--- src/hdl/pscb_consts.vh ---
// Offsets, field positions, reset values and timing counts of the state control bank.
`ifndef PSCB_CONSTS_VH
`define PSCB_CONSTS_VH

// ----------------------------------------------------------------------------
// Register byte addresses
// ----------------------------------------------------------------------------
`define PSCB_ADDR_UNLOCK_KEY   32'h02ac0004
`define PSCB_ADDR_CONFIG_A     32'h02ac0008
`define PSCB_ADDR_STATUS_A     32'h02ac0014
`define PSCB_ADDR_STATUS_B     32'h02ac0018
`define PSCB_ADDR_MAC_CONFIG   32'h02ac0020
`define PSCB_ADDR_CONFIG_B     32'h02ac002c
`define PSCB_ADDR_EMU_PD       32'h02ac0054

// ----------------------------------------------------------------------------
// Reset values, key and masks
// ----------------------------------------------------------------------------
`define PSCB_UNLOCK_RESET      32'hf0f0f0f0
`define PSCB_UNLOCK_KEY        32'h0f0a0b00
`define PSCB_CONFIG_A_RESET    32'h00000000
`define PSCB_CONFIG_A_MASK     32'h00155550
`define PSCB_PLAIN_RESET       32'h00000000

// ----------------------------------------------------------------------------
// Enable bit positions in the first configuration register
// ----------------------------------------------------------------------------
`define PSCB_BIT_PCI           20
`define PSCB_BIT_HOST_PORT     18
`define PSCB_BIT_SERIAL_ONE    16
`define PSCB_BIT_SERIAL_ZERO   14
`define PSCB_BIT_I2C           12
`define PSCB_BIT_GPIO          10
`define PSCB_BIT_TIMER_ZERO    8
`define PSCB_BIT_TIMER_ONE     6
`define PSCB_BIT_MAC           4

// ----------------------------------------------------------------------------
// Status field low bits in the first status register; PCI sits in the second
// ----------------------------------------------------------------------------
`define PSCB_STAT_HOST_PORT    27
`define PSCB_STAT_SERIAL_ONE   24
`define PSCB_STAT_SERIAL_ZERO  21
`define PSCB_STAT_I2C          18
`define PSCB_STAT_GPIO         15
`define PSCB_STAT_TIMER_ONE    12
`define PSCB_STAT_TIMER_ZERO   9
`define PSCB_STAT_MAC          6
`define PSCB_STAT_PCI          0

// ----------------------------------------------------------------------------
// Status codes, boot selections, masters and timing
// ----------------------------------------------------------------------------
`define PSCB_ST_DISABLED       3'h0
`define PSCB_ST_ENABLED        3'h1
`define PSCB_ST_STATIC_PD      3'h3
`define PSCB_ST_IN_PROGRESS    3'h5
`define PSCB_BOOT_PCI          4'h7
`define PSCB_BOOT_HOST_PORT    4'h1
`define PSCB_MASTER_CPU        2'h0
`define PSCB_MASTER_EMU        2'h1
`define PSCB_WINDOW_CYCLES     16
`define PSCB_ENABLE_CYCLES     16
`define PSCB_STRAP_SETTLE      3

`endif

--- src/hdl/pscb_bank.v ---
// Device state control register bank with key-gated peripheral enables.
//
// What this block does
// - Exact key on the unlock register opens a 16-cycle window for configuration A.
// - Only the first configuration A write inside an open window is taken.
// - The unlock register is one 32-bit read/write value compared with the key.
// - Only the processor core or the emulator may read or write this bank.
// - Bit 20 enables PCI; defaults to one when boot select is 0111b.
// - Bit 18 enables the host port; defaults to one when boot select is 0001b.
// - Bit 16 enables serial port one.
// - Bit 14 enables serial port zero.
// - Bit 12 enables the I2C controller.
// - Bit 10 enables the general-purpose I/O unit.
// - Bit 8 enables timer zero.
// - Bit 6 enables timer one.
// - Bit 4 enables the Ethernet MAC and its management interface.
// - After reset peripherals start disabled; boot peripherals are enabled automatically unless their static powerdown strap is set.
// - Configuration B accepts writes directly, with no key.
// - Status fields read 000 disabled, 001 enabled, 011 powerdown, 101 in progress.
`timescale 1ns/100ps
`include "pscb_consts.vh"

module pscb_bank #(
    parameter WINDOW_CYCLES = `PSCB_WINDOW_CYCLES,
    parameter ENABLE_CYCLES = `PSCB_ENABLE_CYCLES
) (
    input  wire        clk_sys,
    input  wire        rst,
    input  wire        bus_req,
    input  wire        bus_we,
    input  wire [31:0] bus_addr,
    input  wire [31:0] bus_wdata,
    input  wire [1:0]  bus_master,
    output reg  [31:0] bus_rdata,
    output reg         bus_rvalid,
    output reg         bus_refused,
    input  wire [3:0]  boot_select_field,
    input  wire        pd_strap_host_port,
    input  wire        pd_strap_pci,
    input  wire        pd_strap_serial_one,
    input  wire        pd_strap_mac,
    output wire [8:0]  periph_enable,
    output wire        config_a_unlocked,
    output reg  [31:0] mac_interface_config,
    output reg  [31:0] peripheral_enable_config_b,
    output reg  [31:0] emulator_buffer_powerdown
);

    localparam NPERIPH = 9;
    localparam [4:0] WIN_LOAD = WINDOW_CYCLES;
    localparam [1:0] SET_LAST = `PSCB_STRAP_SETTLE - 1;

    // ------------------------------------------------------------------------
    // Peripheral index to enable bit position.
    // ------------------------------------------------------------------------
    function integer ctl_pos;
        input integer idx;
        begin
            case (idx)
                0:       ctl_pos = `PSCB_BIT_HOST_PORT;
                1:       ctl_pos = `PSCB_BIT_SERIAL_ONE;
                2:       ctl_pos = `PSCB_BIT_SERIAL_ZERO;
                3:       ctl_pos = `PSCB_BIT_I2C;
                4:       ctl_pos = `PSCB_BIT_GPIO;
                5:       ctl_pos = `PSCB_BIT_TIMER_ONE;
                6:       ctl_pos = `PSCB_BIT_TIMER_ZERO;
                7:       ctl_pos = `PSCB_BIT_MAC;
                default: ctl_pos = `PSCB_BIT_PCI;
            endcase
        end
    endfunction

    // ------------------------------------------------------------------------
    // Peripheral index to status field low bit.
    // ------------------------------------------------------------------------
    function integer stat_pos;
        input integer idx;
        begin
            case (idx)
                0:       stat_pos = `PSCB_STAT_HOST_PORT;
                1:       stat_pos = `PSCB_STAT_SERIAL_ONE;
                2:       stat_pos = `PSCB_STAT_SERIAL_ZERO;
                3:       stat_pos = `PSCB_STAT_I2C;
                4:       stat_pos = `PSCB_STAT_GPIO;
                5:       stat_pos = `PSCB_STAT_TIMER_ONE;
                6:       stat_pos = `PSCB_STAT_TIMER_ZERO;
                7:       stat_pos = `PSCB_STAT_MAC;
                default: stat_pos = `PSCB_STAT_PCI;
            endcase
        end
    endfunction

    // ------------------------------------------------------------------------
    // Address decode used by the write paths; the read multiplexer compares the address itself.
    // ------------------------------------------------------------------------
    function hit;
        input [31:0] addr;
        input [31:0] target;
        begin
            hit = (addr == target);
        end
    endfunction

    reg  [7:0]  strap_meta_reg;
    reg  [7:0]  strap_sync_reg;
    reg  [1:0]  settle_reg;
    reg         strap_done_reg;
    reg  [3:0]  boot_sel_reg;
    reg  [8:0]  static_pd_reg;
    reg  [31:0] peripheral_unlock_key;
    reg  [31:0] peripheral_enable_config_a;
    reg  [4:0]  window_reg;
    reg  [31:0] rdata_next;
    reg  [31:0] status_a_word;
    reg  [31:0] status_b_word;
    wire [2:0]  periph_status [0:NPERIPH-1];
    wire [8:0]  mode_ctl;
    wire        allowed;
    wire        wr_ok;
    wire        key_write;
    wire        cfg_a_write;
    wire        window_open;
    wire [1:0]  settle_last;
    integer     k;

    // ------------------------------------------------------------------------
    // Strap synchroniser: boot select and static powerdown pins.
    // ------------------------------------------------------------------------
    always @(posedge clk_sys) begin
        if (rst) begin
            strap_meta_reg <= 8'h00;
            strap_sync_reg <= 8'h00;
        end else begin
            strap_meta_reg <= {pd_strap_mac, pd_strap_serial_one, pd_strap_pci,
                               pd_strap_host_port, boot_select_field};
            strap_sync_reg <= strap_meta_reg;
        end
    end

    assign settle_last = SET_LAST;

    // ------------------------------------------------------------------------
    // Straps are caught once, after the synchroniser has filled post-reset.
    // ------------------------------------------------------------------------
    always @(posedge clk_sys) begin
        if (rst) begin
            settle_reg     <= 2'h0;
            strap_done_reg <= 1'b0;
            boot_sel_reg   <= 4'h0;
            static_pd_reg  <= 9'h000;
        end else if (!strap_done_reg) begin
            if (settle_reg == settle_last) begin
                strap_done_reg   <= 1'b1;
                boot_sel_reg     <= strap_sync_reg[3:0];
                static_pd_reg[0] <= strap_sync_reg[4];
                static_pd_reg[8] <= strap_sync_reg[5];
                static_pd_reg[1] <= strap_sync_reg[6];
                static_pd_reg[7] <= strap_sync_reg[7];
            end else begin
                settle_reg <= settle_reg + 2'h1;
            end
        end
    end

    // ------------------------------------------------------------------------
    // Access qualification: only the core and the emulator reach the bank.
    // ------------------------------------------------------------------------
    assign allowed     = (bus_master == `PSCB_MASTER_CPU) ||
                         (bus_master == `PSCB_MASTER_EMU);
    assign wr_ok       = bus_req && bus_we && allowed;
    assign key_write   = wr_ok && hit(bus_addr, `PSCB_ADDR_UNLOCK_KEY);
    assign cfg_a_write = wr_ok && hit(bus_addr, `PSCB_ADDR_CONFIG_A);
    assign window_open = (window_reg != 5'h00);
    assign config_a_unlocked = window_open;

    // ------------------------------------------------------------------------
    // Unlock register and window counter.
    // ------------------------------------------------------------------------
    always @(posedge clk_sys) begin
        if (rst) begin
            peripheral_unlock_key <= `PSCB_UNLOCK_RESET;
            window_reg            <= 5'h00;
        end else begin
            if (key_write) begin
                peripheral_unlock_key <= bus_wdata;
                if (bus_wdata == `PSCB_UNLOCK_KEY) begin
                    window_reg <= WIN_LOAD;
                end else begin
                    window_reg <= 5'h00;
                end
            end else if (cfg_a_write && window_open) begin
                window_reg <= 5'h00;
            end else if (window_open) begin
                window_reg <= window_reg - 5'h01;
            end
        end
    end

    // ------------------------------------------------------------------------
    // Configuration A: one gated write per unlock, boot defaults after reset.
    // ------------------------------------------------------------------------
    always @(posedge clk_sys) begin
        if (rst) begin
            peripheral_enable_config_a <= `PSCB_CONFIG_A_RESET;
        end else if (strap_done_reg == 1'b0 && settle_reg == settle_last) begin
            if (strap_sync_reg[3:0] == `PSCB_BOOT_PCI) begin
                peripheral_enable_config_a[`PSCB_BIT_PCI] <= 1'b1;
            end
            if (strap_sync_reg[3:0] == `PSCB_BOOT_HOST_PORT) begin
                peripheral_enable_config_a[`PSCB_BIT_HOST_PORT] <= 1'b1;
            end
        end else if (cfg_a_write && window_open) begin
            peripheral_enable_config_a <= bus_wdata & `PSCB_CONFIG_A_MASK;
        end
    end

    // ------------------------------------------------------------------------
    // Plain registers: configuration B, MAC configuration, emulator powerdown.
    // ------------------------------------------------------------------------
    always @(posedge clk_sys) begin
        if (rst) begin
            peripheral_enable_config_b <= `PSCB_PLAIN_RESET;
            mac_interface_config       <= `PSCB_PLAIN_RESET;
            emulator_buffer_powerdown  <= `PSCB_PLAIN_RESET;
        end else if (wr_ok) begin
            if (hit(bus_addr, `PSCB_ADDR_CONFIG_B)) begin
                peripheral_enable_config_b <= bus_wdata;
            end
            if (hit(bus_addr, `PSCB_ADDR_MAC_CONFIG)) begin
                mac_interface_config <= bus_wdata;
            end
            if (hit(bus_addr, `PSCB_ADDR_EMU_PD)) begin
                emulator_buffer_powerdown <= bus_wdata;
            end
        end
    end

    // ------------------------------------------------------------------------
    // One state tracker per peripheral, steered by its enable bit.
    // ------------------------------------------------------------------------
    genvar g;
    generate
        for (g = 0; g < NPERIPH; g = g + 1) begin : gen_periph
            // Bits 20,18,16,14,12,10,8,6,4 select the peripherals.
            assign mode_ctl[g] = peripheral_enable_config_a[ctl_pos(g)];
            pscb_periph_state #(
                .LATENCY       (ENABLE_CYCLES)
            ) u_state (
                .clk_sys       (clk_sys),
                .rst           (rst),
                .mode_ctl      (mode_ctl[g]),
                .static_pd     (static_pd_reg[g]),
                .periph_enable (periph_enable[g]),
                .periph_status (periph_status[g])
            );
        end
    endgenerate

    // ------------------------------------------------------------------------
    // Status words assembled from the trackers; unused bits read zero.
    // ------------------------------------------------------------------------
    always @* begin
        status_a_word = 32'h00000000;
        status_b_word = 32'h00000000;
        for (k = 0; k < NPERIPH - 1; k = k + 1) begin
            status_a_word[stat_pos(k) +: 3] = periph_status[k];
        end
        status_b_word[`PSCB_STAT_PCI +: 3] = periph_status[NPERIPH-1];
    end

    // ------------------------------------------------------------------------
    // Read multiplexer; reserved and unmapped addresses read zero.
    // ------------------------------------------------------------------------
    always @* begin
        rdata_next = 32'h00000000;
        case (bus_addr)
            `PSCB_ADDR_UNLOCK_KEY: rdata_next = peripheral_unlock_key;
            `PSCB_ADDR_CONFIG_A:   rdata_next = peripheral_enable_config_a;
            `PSCB_ADDR_STATUS_A:   rdata_next = status_a_word;
            `PSCB_ADDR_STATUS_B:   rdata_next = status_b_word;
            `PSCB_ADDR_MAC_CONFIG: rdata_next = mac_interface_config;
            `PSCB_ADDR_CONFIG_B:   rdata_next = peripheral_enable_config_b;
            `PSCB_ADDR_EMU_PD:     rdata_next = emulator_buffer_powerdown;
            default:               rdata_next = 32'h00000000;
        endcase
    end

    // ------------------------------------------------------------------------
    // Answer one cycle after each read or refused request; writes get no answer; foreign masters get zero data.
    // ------------------------------------------------------------------------
    always @(posedge clk_sys) begin
        if (rst) begin
            bus_rdata   <= 32'h00000000;
            bus_rvalid  <= 1'b0;
            bus_refused <= 1'b0;
        end else begin
            bus_rvalid  <= bus_req && !bus_we && allowed;
            bus_refused <= bus_req && !allowed;
            if (bus_req && !bus_we && allowed) begin
                bus_rdata <= rdata_next;
            end else if (bus_req) begin
                bus_rdata <= 32'h00000000;
            end
        end
    end

endmodule

--- src/hdl/pscb_periph_state.v ---
// Per-peripheral state tracker: disabled, enable in progress, enabled, static powerdown.
`timescale 1ns/100ps
`include "pscb_consts.vh"

module pscb_periph_state #(
    parameter LATENCY = `PSCB_ENABLE_CYCLES
) (
    input  wire       clk_sys,
    input  wire       rst,
    input  wire       mode_ctl,
    input  wire       static_pd,
    output reg        periph_enable,
    output reg  [2:0] periph_status
);

    localparam [1:0] ST_DIS  = 2'h0;
    localparam [1:0] ST_PROG = 2'h1;
    localparam [1:0] ST_ENA  = 2'h2;
    localparam [1:0] ST_PD   = 2'h3;
    localparam [5:0] LAT_M1  = LATENCY - 1;

    reg [1:0] state_reg;
    reg [1:0] state_next;
    reg [5:0] wait_reg;
    reg [5:0] wait_next;

    // ------------------------------------------------------------------------
    // Next state: a static powerdown strap wins over any control bit.
    // ------------------------------------------------------------------------
    always @* begin
        state_next = state_reg;
        wait_next  = wait_reg;
        case (state_reg)
            ST_DIS: begin
                if (static_pd) begin
                    state_next = ST_PD;
                end else if (mode_ctl) begin
                    state_next = ST_PROG;
                    wait_next  = LAT_M1;
                end
            end
            ST_PROG: begin
                if (static_pd) begin
                    state_next = ST_PD;
                end else if (!mode_ctl) begin
                    state_next = ST_DIS;
                end else if (wait_reg == 6'h00) begin
                    state_next = ST_ENA;
                end else begin
                    wait_next = wait_reg - 6'h01;
                end
            end
            ST_ENA: begin
                if (static_pd) begin
                    state_next = ST_PD;
                end else if (!mode_ctl) begin
                    state_next = ST_DIS;
                end
            end
            ST_PD: begin
                if (!static_pd) begin
                    state_next = ST_DIS;
                end
            end
            default: begin
                state_next = ST_DIS;
            end
        endcase
    end

    // ------------------------------------------------------------------------
    // State, enable and status flops; reset leaves the peripheral disabled.
    // ------------------------------------------------------------------------
    always @(posedge clk_sys) begin
        if (rst) begin
            state_reg     <= ST_DIS;
            wait_reg      <= 6'h00;
            periph_enable <= 1'b0;
            periph_status <= `PSCB_ST_DISABLED;
        end else begin
            state_reg     <= state_next;
            wait_reg      <= wait_next;
            periph_enable <= (state_next == ST_ENA);
            case (state_next)
                ST_PROG: periph_status <= `PSCB_ST_IN_PROGRESS;
                ST_ENA:  periph_status <= `PSCB_ST_ENABLED;
                ST_PD:   periph_status <= `PSCB_ST_STATIC_PD;
                default: periph_status <= `PSCB_ST_DISABLED;
            endcase
        end
    end

endmodule

--- config.mk ---
export PLATFORM = sky130hd
export DESIGN_NAME = pscb_bank
export DESIGN_NICKNAME = d
export VERILOG_FILES = /design/src/hdl/pscb_bank.v /design/src/hdl/pscb_periph_state.v
export VERILOG_INCLUDE_DIRS = /design/src /design/src/hdl
export SDC_FILE = /design/constraint.sdc
export NUM_CORES = 1
export LEC_CHECK = 0
export BUFFER_PORTS_ARGS = -buffer_cell sky130_fd_sc_hd__buf_2
export CORE_MARGIN = 2
export CORE_UTILIZATION = 35
export DETAILED_ROUTE_END_ITERATION = 8
export GPL_ROUTABILITY_DRIVEN = 0
export GPL_TIMING_DRIVEN = 0
export PLACE_DENSITY_LB_ADDON = 0.08
export SLEW_MARGIN = 15
export SYNTH_ARGS = -nofsm -noshare
export SYNTH_HDL_FRONTEND = slang
export SYNTH_SLANG_ARGS = --single-unit
--- constraint.sdc ---
create_clock -name clk_sys -period 2 [get_ports clk_sys]
set_input_delay 0.1 -clock clk_sys [delete_from_list [all_inputs] [get_ports clk_sys]]
set_output_delay 0.1 -clock clk_sys [all_outputs]
set_load 0.005 [all_outputs]
==> results by group, run 1 <==
Status
  • Status: finished, final reports clean

Pwr
  • Final Power: 14060 µW
  • Leak: 0.006302 µW
  • Maximum VDD drop: 504.9 µV
  • Pwr dens: roughly 870 nW/µm²

Logic synthesis
  • Mapped Cells: about 1400
  • Ys async rst share: 0%
  • Register bit total from synthesis: just over 300
  • Syn Area/Cell: 8.688 µm²
  • Seq/Total Area, Yosys: between 40% and 50%
  • EDFF count, synth: 0
  • Synth warn: 0
  • Most frequent cell after synthesis: dfxtp_1
  • Ys flop type: dfxtp_1
  • Mapped cell area: 12550 µm²
  • Top-area cell type share of the netlist area: 48.95%
  • Top cells by count, synth: dfxtp_1, nand2_1, a21oi_1, nor2_1, mux2i_1
  • Synth area leader: dfxtp_1
  • Top cells by area, synth: dfxtp_1, nand2_1, a21oi_1
  • Distinct cells, synth: 66

Min path
  • Hold Crit Class: input port to register
  • Worst Hold Depth: 3

STA
  • Fin. Hold Viols: 0
  • Clk_skew: 0.01415 ns
  • F_max: 0.5090 GHz
  • Tightest Pin Transition: just over 1 ns
  • Slew HR: 31.98%
  • Final min period: just under 2 ns
  • Final-report max-slew violation count: 0
  • RSZ-0062 raised after global routing: yes
  • Post-route clock period utilization: 98.23%
  • Final setup vio count: 0

Drt
  • Post-DR vias/cell: 5.169
  • Routed WL: between 40 and 50 mm
  • Per-cell routed wire length: 19.85 µm
  • Initial DRC count: 856
  • 1st-pass router iterations: 6
  • Via count: 11600
  • DRT antenna net count: 0
  • DRC errors left: 0

Global routing
  • Initial antenna violation count: 2
  • Largest net degree at the start of global routing: 14
  • Number of global-route vias before repair: 11040
  • First-pass GRT wire length: 67.17 mm
  • All-Layer GR Usage: between 20% and 30%
  • Total grt overflow: 0

Critical path
  • Startpoint Class: input port
  • CP max FO: 10
  • Crit path capture type: register
  • Crit path DAT: 2.42 ns
  • Data required time of the worst path: 2.46 ns
  • Reg2reg path depth: 10
  • Kind of critical path: input port to register
  • Reg2reg setup slack: about 0.060 ns

Floorplanning
  • Initial Util: 35.38%
  • Core area: 35480 µm²
  • Top-level I/O count: ~220
  • # rows: 69
  • Die Width: about 190 µm
  • Full die area: 37400 µm²
  • Die H: 193.4 µm

Final layout
  • Layout Cells excl Fill: 2244
  • Ratio of cells with drive above 1 in the final layout: between 20% and 30%
  • Max reg flops: between 50 and 60
  • Nets@finish: 1854
  • Area grow syn2layout: 28.60%

Clocking
  • Htree depth: 2
  • Total CTS buffers: 35
  • Clock net sink count: 307
  • CTS Root Cell: clkbuf_16
  • Clock buffer depth: 3
  • Clock latency on the worst-skew pair: 0.52 ns
  • Clock transition at the registers of the reported paths: 0.06 ns
  • CTS tree: yes

Place
  • Dpl cells: about 2100
  • Final HPWL DP: 32.37 mm
  • IO buf count: roughly 220

Run
  • Total of max-cap violations: 0
stage by stage:
step,hold WS [ns],area (µm²),setup TNS [ns],setup WS (ns),util (%)
finish,0.08158,16150,0,0.03541,45.50
global route,0.1196,16150,-0.1092,-0.05885,45.50
CTS,0.07034,16000,0,0.001633,45.10
detailed placement,0.3117,14230,-102.96,-0.7879,40.12
global placement,0.3119,14230,-107.31,-1.020,40.10
floorplan,0.2282,12580,0,0.1309,-
metal layers:
| metal | vias to the layer above | part of all wire [%] | global-route usage (%) |
|---|---|---|---|
| met5 | - | 0 | 0 |
| li1 | 5635 | - | - |
| met1 | 5471 | 45 | 30.73 |
| met3 | 70 | 7.2 | 4.690 |
| met4 | 0 | 2.5 | 7.209 |
| met2 | 424 | 46 | 37.99 |
worst max-delay path, cell delays in order:
cell and delay [ns]:
clkbuf_1 0.41, inv_2 0.38, nand2_1 0.09, or3_2 0.47, nor4_4 0.36, buf_2 0.41, a22o_1 0.19
path summary, 6_finish.rpt:
path | start | end
setup reg to reg | window_reg[0]$_SDFFE_PP0P_ | peripheral_enable_config_a[18]$_SDFFE_PP0P_
setup / recovery | rst | bus_rdata[10]$_SDFFE_PP0P_
hold / removal | bus_req | bus_rdata[31]$_SDFFE_PP0P_
hold reg to reg | strap_meta_reg[5]$_SDFF_PP0_ | strap_sync_reg[5]$_SDFF_PP0_
report_power, final:
| group | leakage, µW | switching, µW | internal [µW] |
|---|---|---|---|
| Clock | 0.000611 | 2610 | 4110 |
| Combinational | 0.00321 | 607 | 439 |
| Sequential | 0.00248 | 71.7 | 6210 |
| Total | 0.00630 | 3290 | 10800 |
logic make-up after synthesis:
family | count (synthesis) | synth area share [%]
simple gates | 577 | 21.22
xor+xnor | 23 | 1.605
buf+inv | 133 | 4.883
compound gates | 316 | 15.91
other cells | 1 | 0.02987
fa+ha+maj | 19 | 1.894
mux | 69 | 5.511
flops | 307 | 48.95
layout make-up:
type	instances	area [µm²]
inverter	40	150.1
clock inverter	14	147.6
buffer	92	479.2
timing repair buffer	272	1627
tap	461	576.8
sequential	307	6148
antenna	1	2.502
multi-input combinational	1009	5947
clock buffer	48	1067
fill	3506	19340
placed cells by master (no fill, tap or decap), drive strengths merged, types with 5 or more instances in the layout:
cell type / synthesis / layout
a22o: 16 / 16
a22oi: 5 / 5
or3: 6 / 6
nand3: 17 / 17
nand4: 11 / 11
dfxtp: 307 / 307
a211oi: 22 / 22
buf: 34 / 261
nor2: 108 / 108
clkinv: 0 / 10
xor2: 20 / 20
ha: 19 / 19
inv: 40 / 40
nand2: 302 / 302
a311oi: 13 / 13
nand2b: 10 / 10
a222oi: 32 / 32
o21ai: 55 / 55
nor4: 9 / 9
and2: 15 / 15
nor4b: 7 / 7
nor3: 24 / 24
nor2b: 29 / 29
clkbuf: 55 / 103
dlygate4sd3: 1 / 45
and3: 8 / 8
a31oi: 13 / 13
mux2i: 68 / 68
and4: 6 / 6
a21oi: 143 / 143
conb: 1 / 5
nor3b: 5 / 5
repair_timing:
item | 4_1_cts | 5_1_grt
hold buffers | 44 | 0
endpoints found under the setup margin | 99 | 141
cloned | 1 | 0
buffers inserted | 5 | 7
hold endpoints to repair | 143 | 0
pin swaps | 2 | 4
resized for setup | 19 | 29
No activity file was read; power rests on OpenSTA's default activity.
==> run 2, diff against run 1 <==
--- a/config.mk
+++ b/config.mk
@@ -6,6 +6,7 @@
 export SDC_FILE = /design/constraint.sdc
 export NUM_CORES = 1
 export LEC_CHECK = 0
+export ABC_AREA = 1
 export BUFFER_PORTS_ARGS = -buffer_cell sky130_fd_sc_hd__buf_2
 export CORE_MARGIN = 2
 export CORE_UTILIZATION = 35
==> run 2 against run 1 <==
Net effect: core utilization decreased by 0.77 points; via count increased by 13%; maximum frequency increased by 7.3%; critical path depth decreased by 1; worst setup slack improved by 0.13 ns; worst hold slack improved by 0.021 ns; global-route usage increased by 1.5 points; critical path type unchanged; largest cell class unchanged; largest power group unchanged.
==> results by group, run 2 <==
STA
  • RSZ-0062 raised after global routing: no
  • Post-route clock period utilization: a little over 90%
  • Tightest Pin Transition: 0.9384 ns
  • F_max: 0.5463 GHz
  • Clk_skew: 0.01236 ns
  • Setup slack after layout: 0.1697 ns
  • Setup_tns: 0 ns
  • Fin. Hold Viols: 0
  • Slew HR: 36.96%
  • Final setup vio count: 0
  • Final-report max-slew violation count: 0
  • Final min period: 1.830 ns

Critical path
  • Crit path DAT: 2.28 ns
  • CP max FO: 10
  • Crit path capture type: register
  • Worst reg2reg path startpoint: gen_periph[4].u_state.wait_reg[0]$_SDFFE_PP0P_
  • Startpoint Class: input port
  • Data required time of the worst path: 2.45 ns
  • Kind of critical path: input port to register
  • RR Endpoint: gen_periph[4].u_state.wait_reg[1]$_SDFFE_PP0P_
  • Reg2reg path depth: 9
  • Reg2reg setup slack: 0.22 ns

Run
  • Total of max-cap violations: 0

Logic synthesis
  • Syn Area/Cell: 7.415 µm²
  • Ys async rst share: 0%
  • Top cells by count, synth: dfxtp_1, inv_1, nand2_1, nor2_1, a21oi_1
  • Distinct cells, synth: 39
  • Ys flop type: dfxtp_1
  • Synth area leader: dfxtp_1
  • Synth warn: 0
  • EDFF count, synth: 0
  • Top-area cell type share of the netlist area: 46.75%
  • Top cells by area, synth: dfxtp_1, a21oi_1, o21ai_0
  • Seq/Total Area, Yosys: 46.75%
  • Most frequent cell after synthesis: dfxtp_1
  • Register bit total from synthesis: roughly 310
  • Mapped cell area: 13150 µm²
  • Mapped Cells: ~1800

Floorplanning
  • # rows: 70
  • Top-level I/O count: 218
  • Full die area: 39130 µm²
  • Initial Util: 35.74%
  • Die H: 197.8 µm
  • Die Width: 197.8 µm
  • Core area: around 37000 µm²

Clocking
  • Clock buffer depth: 3
  • Clock transition at the registers of the reported paths: roughly 0.06 ns
  • Total CTS buffers: 36
  • Clock net sink count: just over 300
  • Clock latency on the worst-skew pair: 0.53 ns
  • Htree depth: 2
  • CTS tree: yes
  • CTS Root Cell: clkbuf_16

Pwr
  • Leak: 0.007772 µW
  • Sw Share: 24.29%
  • NetSw: 3415 µW
  • Sequential power share: 45.5%
  • Maximum VDD drop: slightly above 500 µV
  • Comb pwr share: 8.0%
  • Pwr dens: 854.4 nW/µm²
  • Clock power frac: between 40% and 50%
  • Internal power: 10650 µW

Drt
  • Per-cell routed wire length: between 15 and 20 µm
  • Via count: 13060
  • Initial DRC count: 935
  • 1st-pass router iterations: 5
  • Post-DR vias/cell: 5.094
  • DRT antenna net count: 0
  • Routed WL: just under 50 mm
  • DRC errors left: 0

Min path
  • Min-Delay Endpoint: window_reg[3]$_SDFFE_PP0P_
  • Hold Crit Start: bus_master[1]
  • Worst Hold Depth: 5
  • Hold Crit Class: input port to register

Global routing
  • Number of global-route vias before repair: approximately 12000
  • Total grt overflow: 0
  • Initial antenna violation count: 1
  • Largest net degree at the start of global routing: 13
  • First-pass GRT wire length: 73.20 mm
  • All-Layer GR Usage: 24.72%

Place
  • IO buf count: approximately 220
  • Dpl cells: 2460
  • Pre-CTS setup slack: -0.3063 ns
  • Final HPWL DP: 36.31 mm
  • Dpl cell area: between 10000 and 15000 µm²

Final layout
  • Util after Layout: 44.73%
  • Area grow syn2layout: 25.16%
  • Ratio of cells with drive above 1 in the final layout: 17.22%
  • Most frequent cells in the layout: dfxtp_1, buf_2, inv_1, nand2_1, nor2_1
  • Antenna cells: 0
  • Max reg flops: 54
  • Commonest non-fill, non-tap cell in the layout: dfxtp_1
  • Fillers: 3770
  • Design area: 16460 µm²
  • Nets@finish: 2171
  • Layout Cells excl Fill: between 2000 and 3000

Status
  • Status: finished, final reports clean
[run 2: cell types whose count changed in the layout (fill, tap and decap cells not counted), moves of 68 or more]
cell / before / now
mux2i_1: 68 / 0
nand3_1: 17 / 176
nor2_1: 107 / 202
nand2_1: 301 / 205
inv_1: 37 / 228
o21ai_0: 45 / 181
[run 2: final cells by class]
cell class | count | area (µm²) | area share (%)
plain buffers | 98 | 508.0 | 3.087
flip-flops and latches | 307 | 6146 | 37.35
clock inverters | 3 | 40.04 | 0.2433
multi-input cells | 1139 | 5663 | 34.41
repair buffers | 259 | 1516 | 9.215
well taps | 468 | 585.6 | 3.558
clock buffers | 57 | 1121 | 6.813
inverters | 233 | 875.8 | 5.322
[run 2: metal layers]
layer	global-route usage [%]	up-vias	part of all wire, %
li1	-	6411	-
met1	32.45	6063	44
met2	40.96	491	46
met3	3.918	97	7.4
met4	9.078	0	3.0
met5	0	-	0
[run 2: kinds of logic (layout without fill, tap and decap cells)]
group                    after synthesis  after routing  share of synthesized area, %
other                                  1              5                       0.02852
AO/OA/AOI/OAI                        440            440                         17.55
adder cells (fa/ha/maj)               19             19                         1.808
AND/OR/NAND/NOR                      657            657                         22.15
XOR/XNOR                              18             18                         1.199
flip-flops                           307            307                         46.75
buffers and inverters                331            650                         10.52
[run 2: worst max-delay path by stage]
stage	start	endpoint	slack [ns]	cells after the start
floorplan	gen_periph[2].u_state.wait_reg[0]$_SDFFE_PP0P_	gen_periph[2].u_state.wait_reg[0]$_SDFFE_PP0P_	0.44	9
global placement	bus_req	bus_rdata[4]$_SDFFE_PP0P_	-0.34	6
detailed placement	bus_req	bus_rdata[4]$_SDFFE_PP0P_	-0.31	6
CTS	gen_periph[4].u_state.wait_reg[0]$_SDFFE_PP0P_	gen_periph[4].u_state.wait_reg[1]$_SDFFE_PP0P_	0.04	9
global route	gen_periph[2].u_state.wait_reg[0]$_SDFFE_PP0P_	gen_periph[2].u_state.wait_reg[0]$_SDFFE_PP0P_	0.01	9
finish	bus_req	bus_rdata[4]$_SDFFE_PP0P_	0.17	6
[run 2: worst max-delay path, stage by stage]
cell and delay [ns]:
buf_2 0.10, inv_2 0.11, nor3_1 0.74, clkbuf_1 0.64, o21ai_0 0.38, a21oi_1 0.20
[run 2: what timing repair did]
item | CTS | global route
hold endpoints to repair | 137 | 0
gates resized for setup | 2 | 5
setup endpoints to repair | 2 | 18
buffers inserted | 0 | 0
hold buffers | 44 | 0
[run 2: power groups by stage]
stage	Sequential (µW)	Clock (µW)	Combinational [µW]
after CTS	6390	6640	1120
after global placement	6520	0	1040
after detailed placement	6530	0	1050
after floorplan	6500	0	661
after global routing	6410	6910	1260
final	6390	6540	1130
[run 2: metrics by stage]
| stage | hold WS [ns] | power [µW] |
|---|---|---|
| after floorplan | 0.1781 | 7160 |
| after global placement | 0.3034 | 7564 |
| after detailed placement | 0.3037 | 7574 |
| after CTS | 0.07587 | 14150 |
| after global routing | 0.1108 | 14590 |
| final | 0.1024 | 14060 |
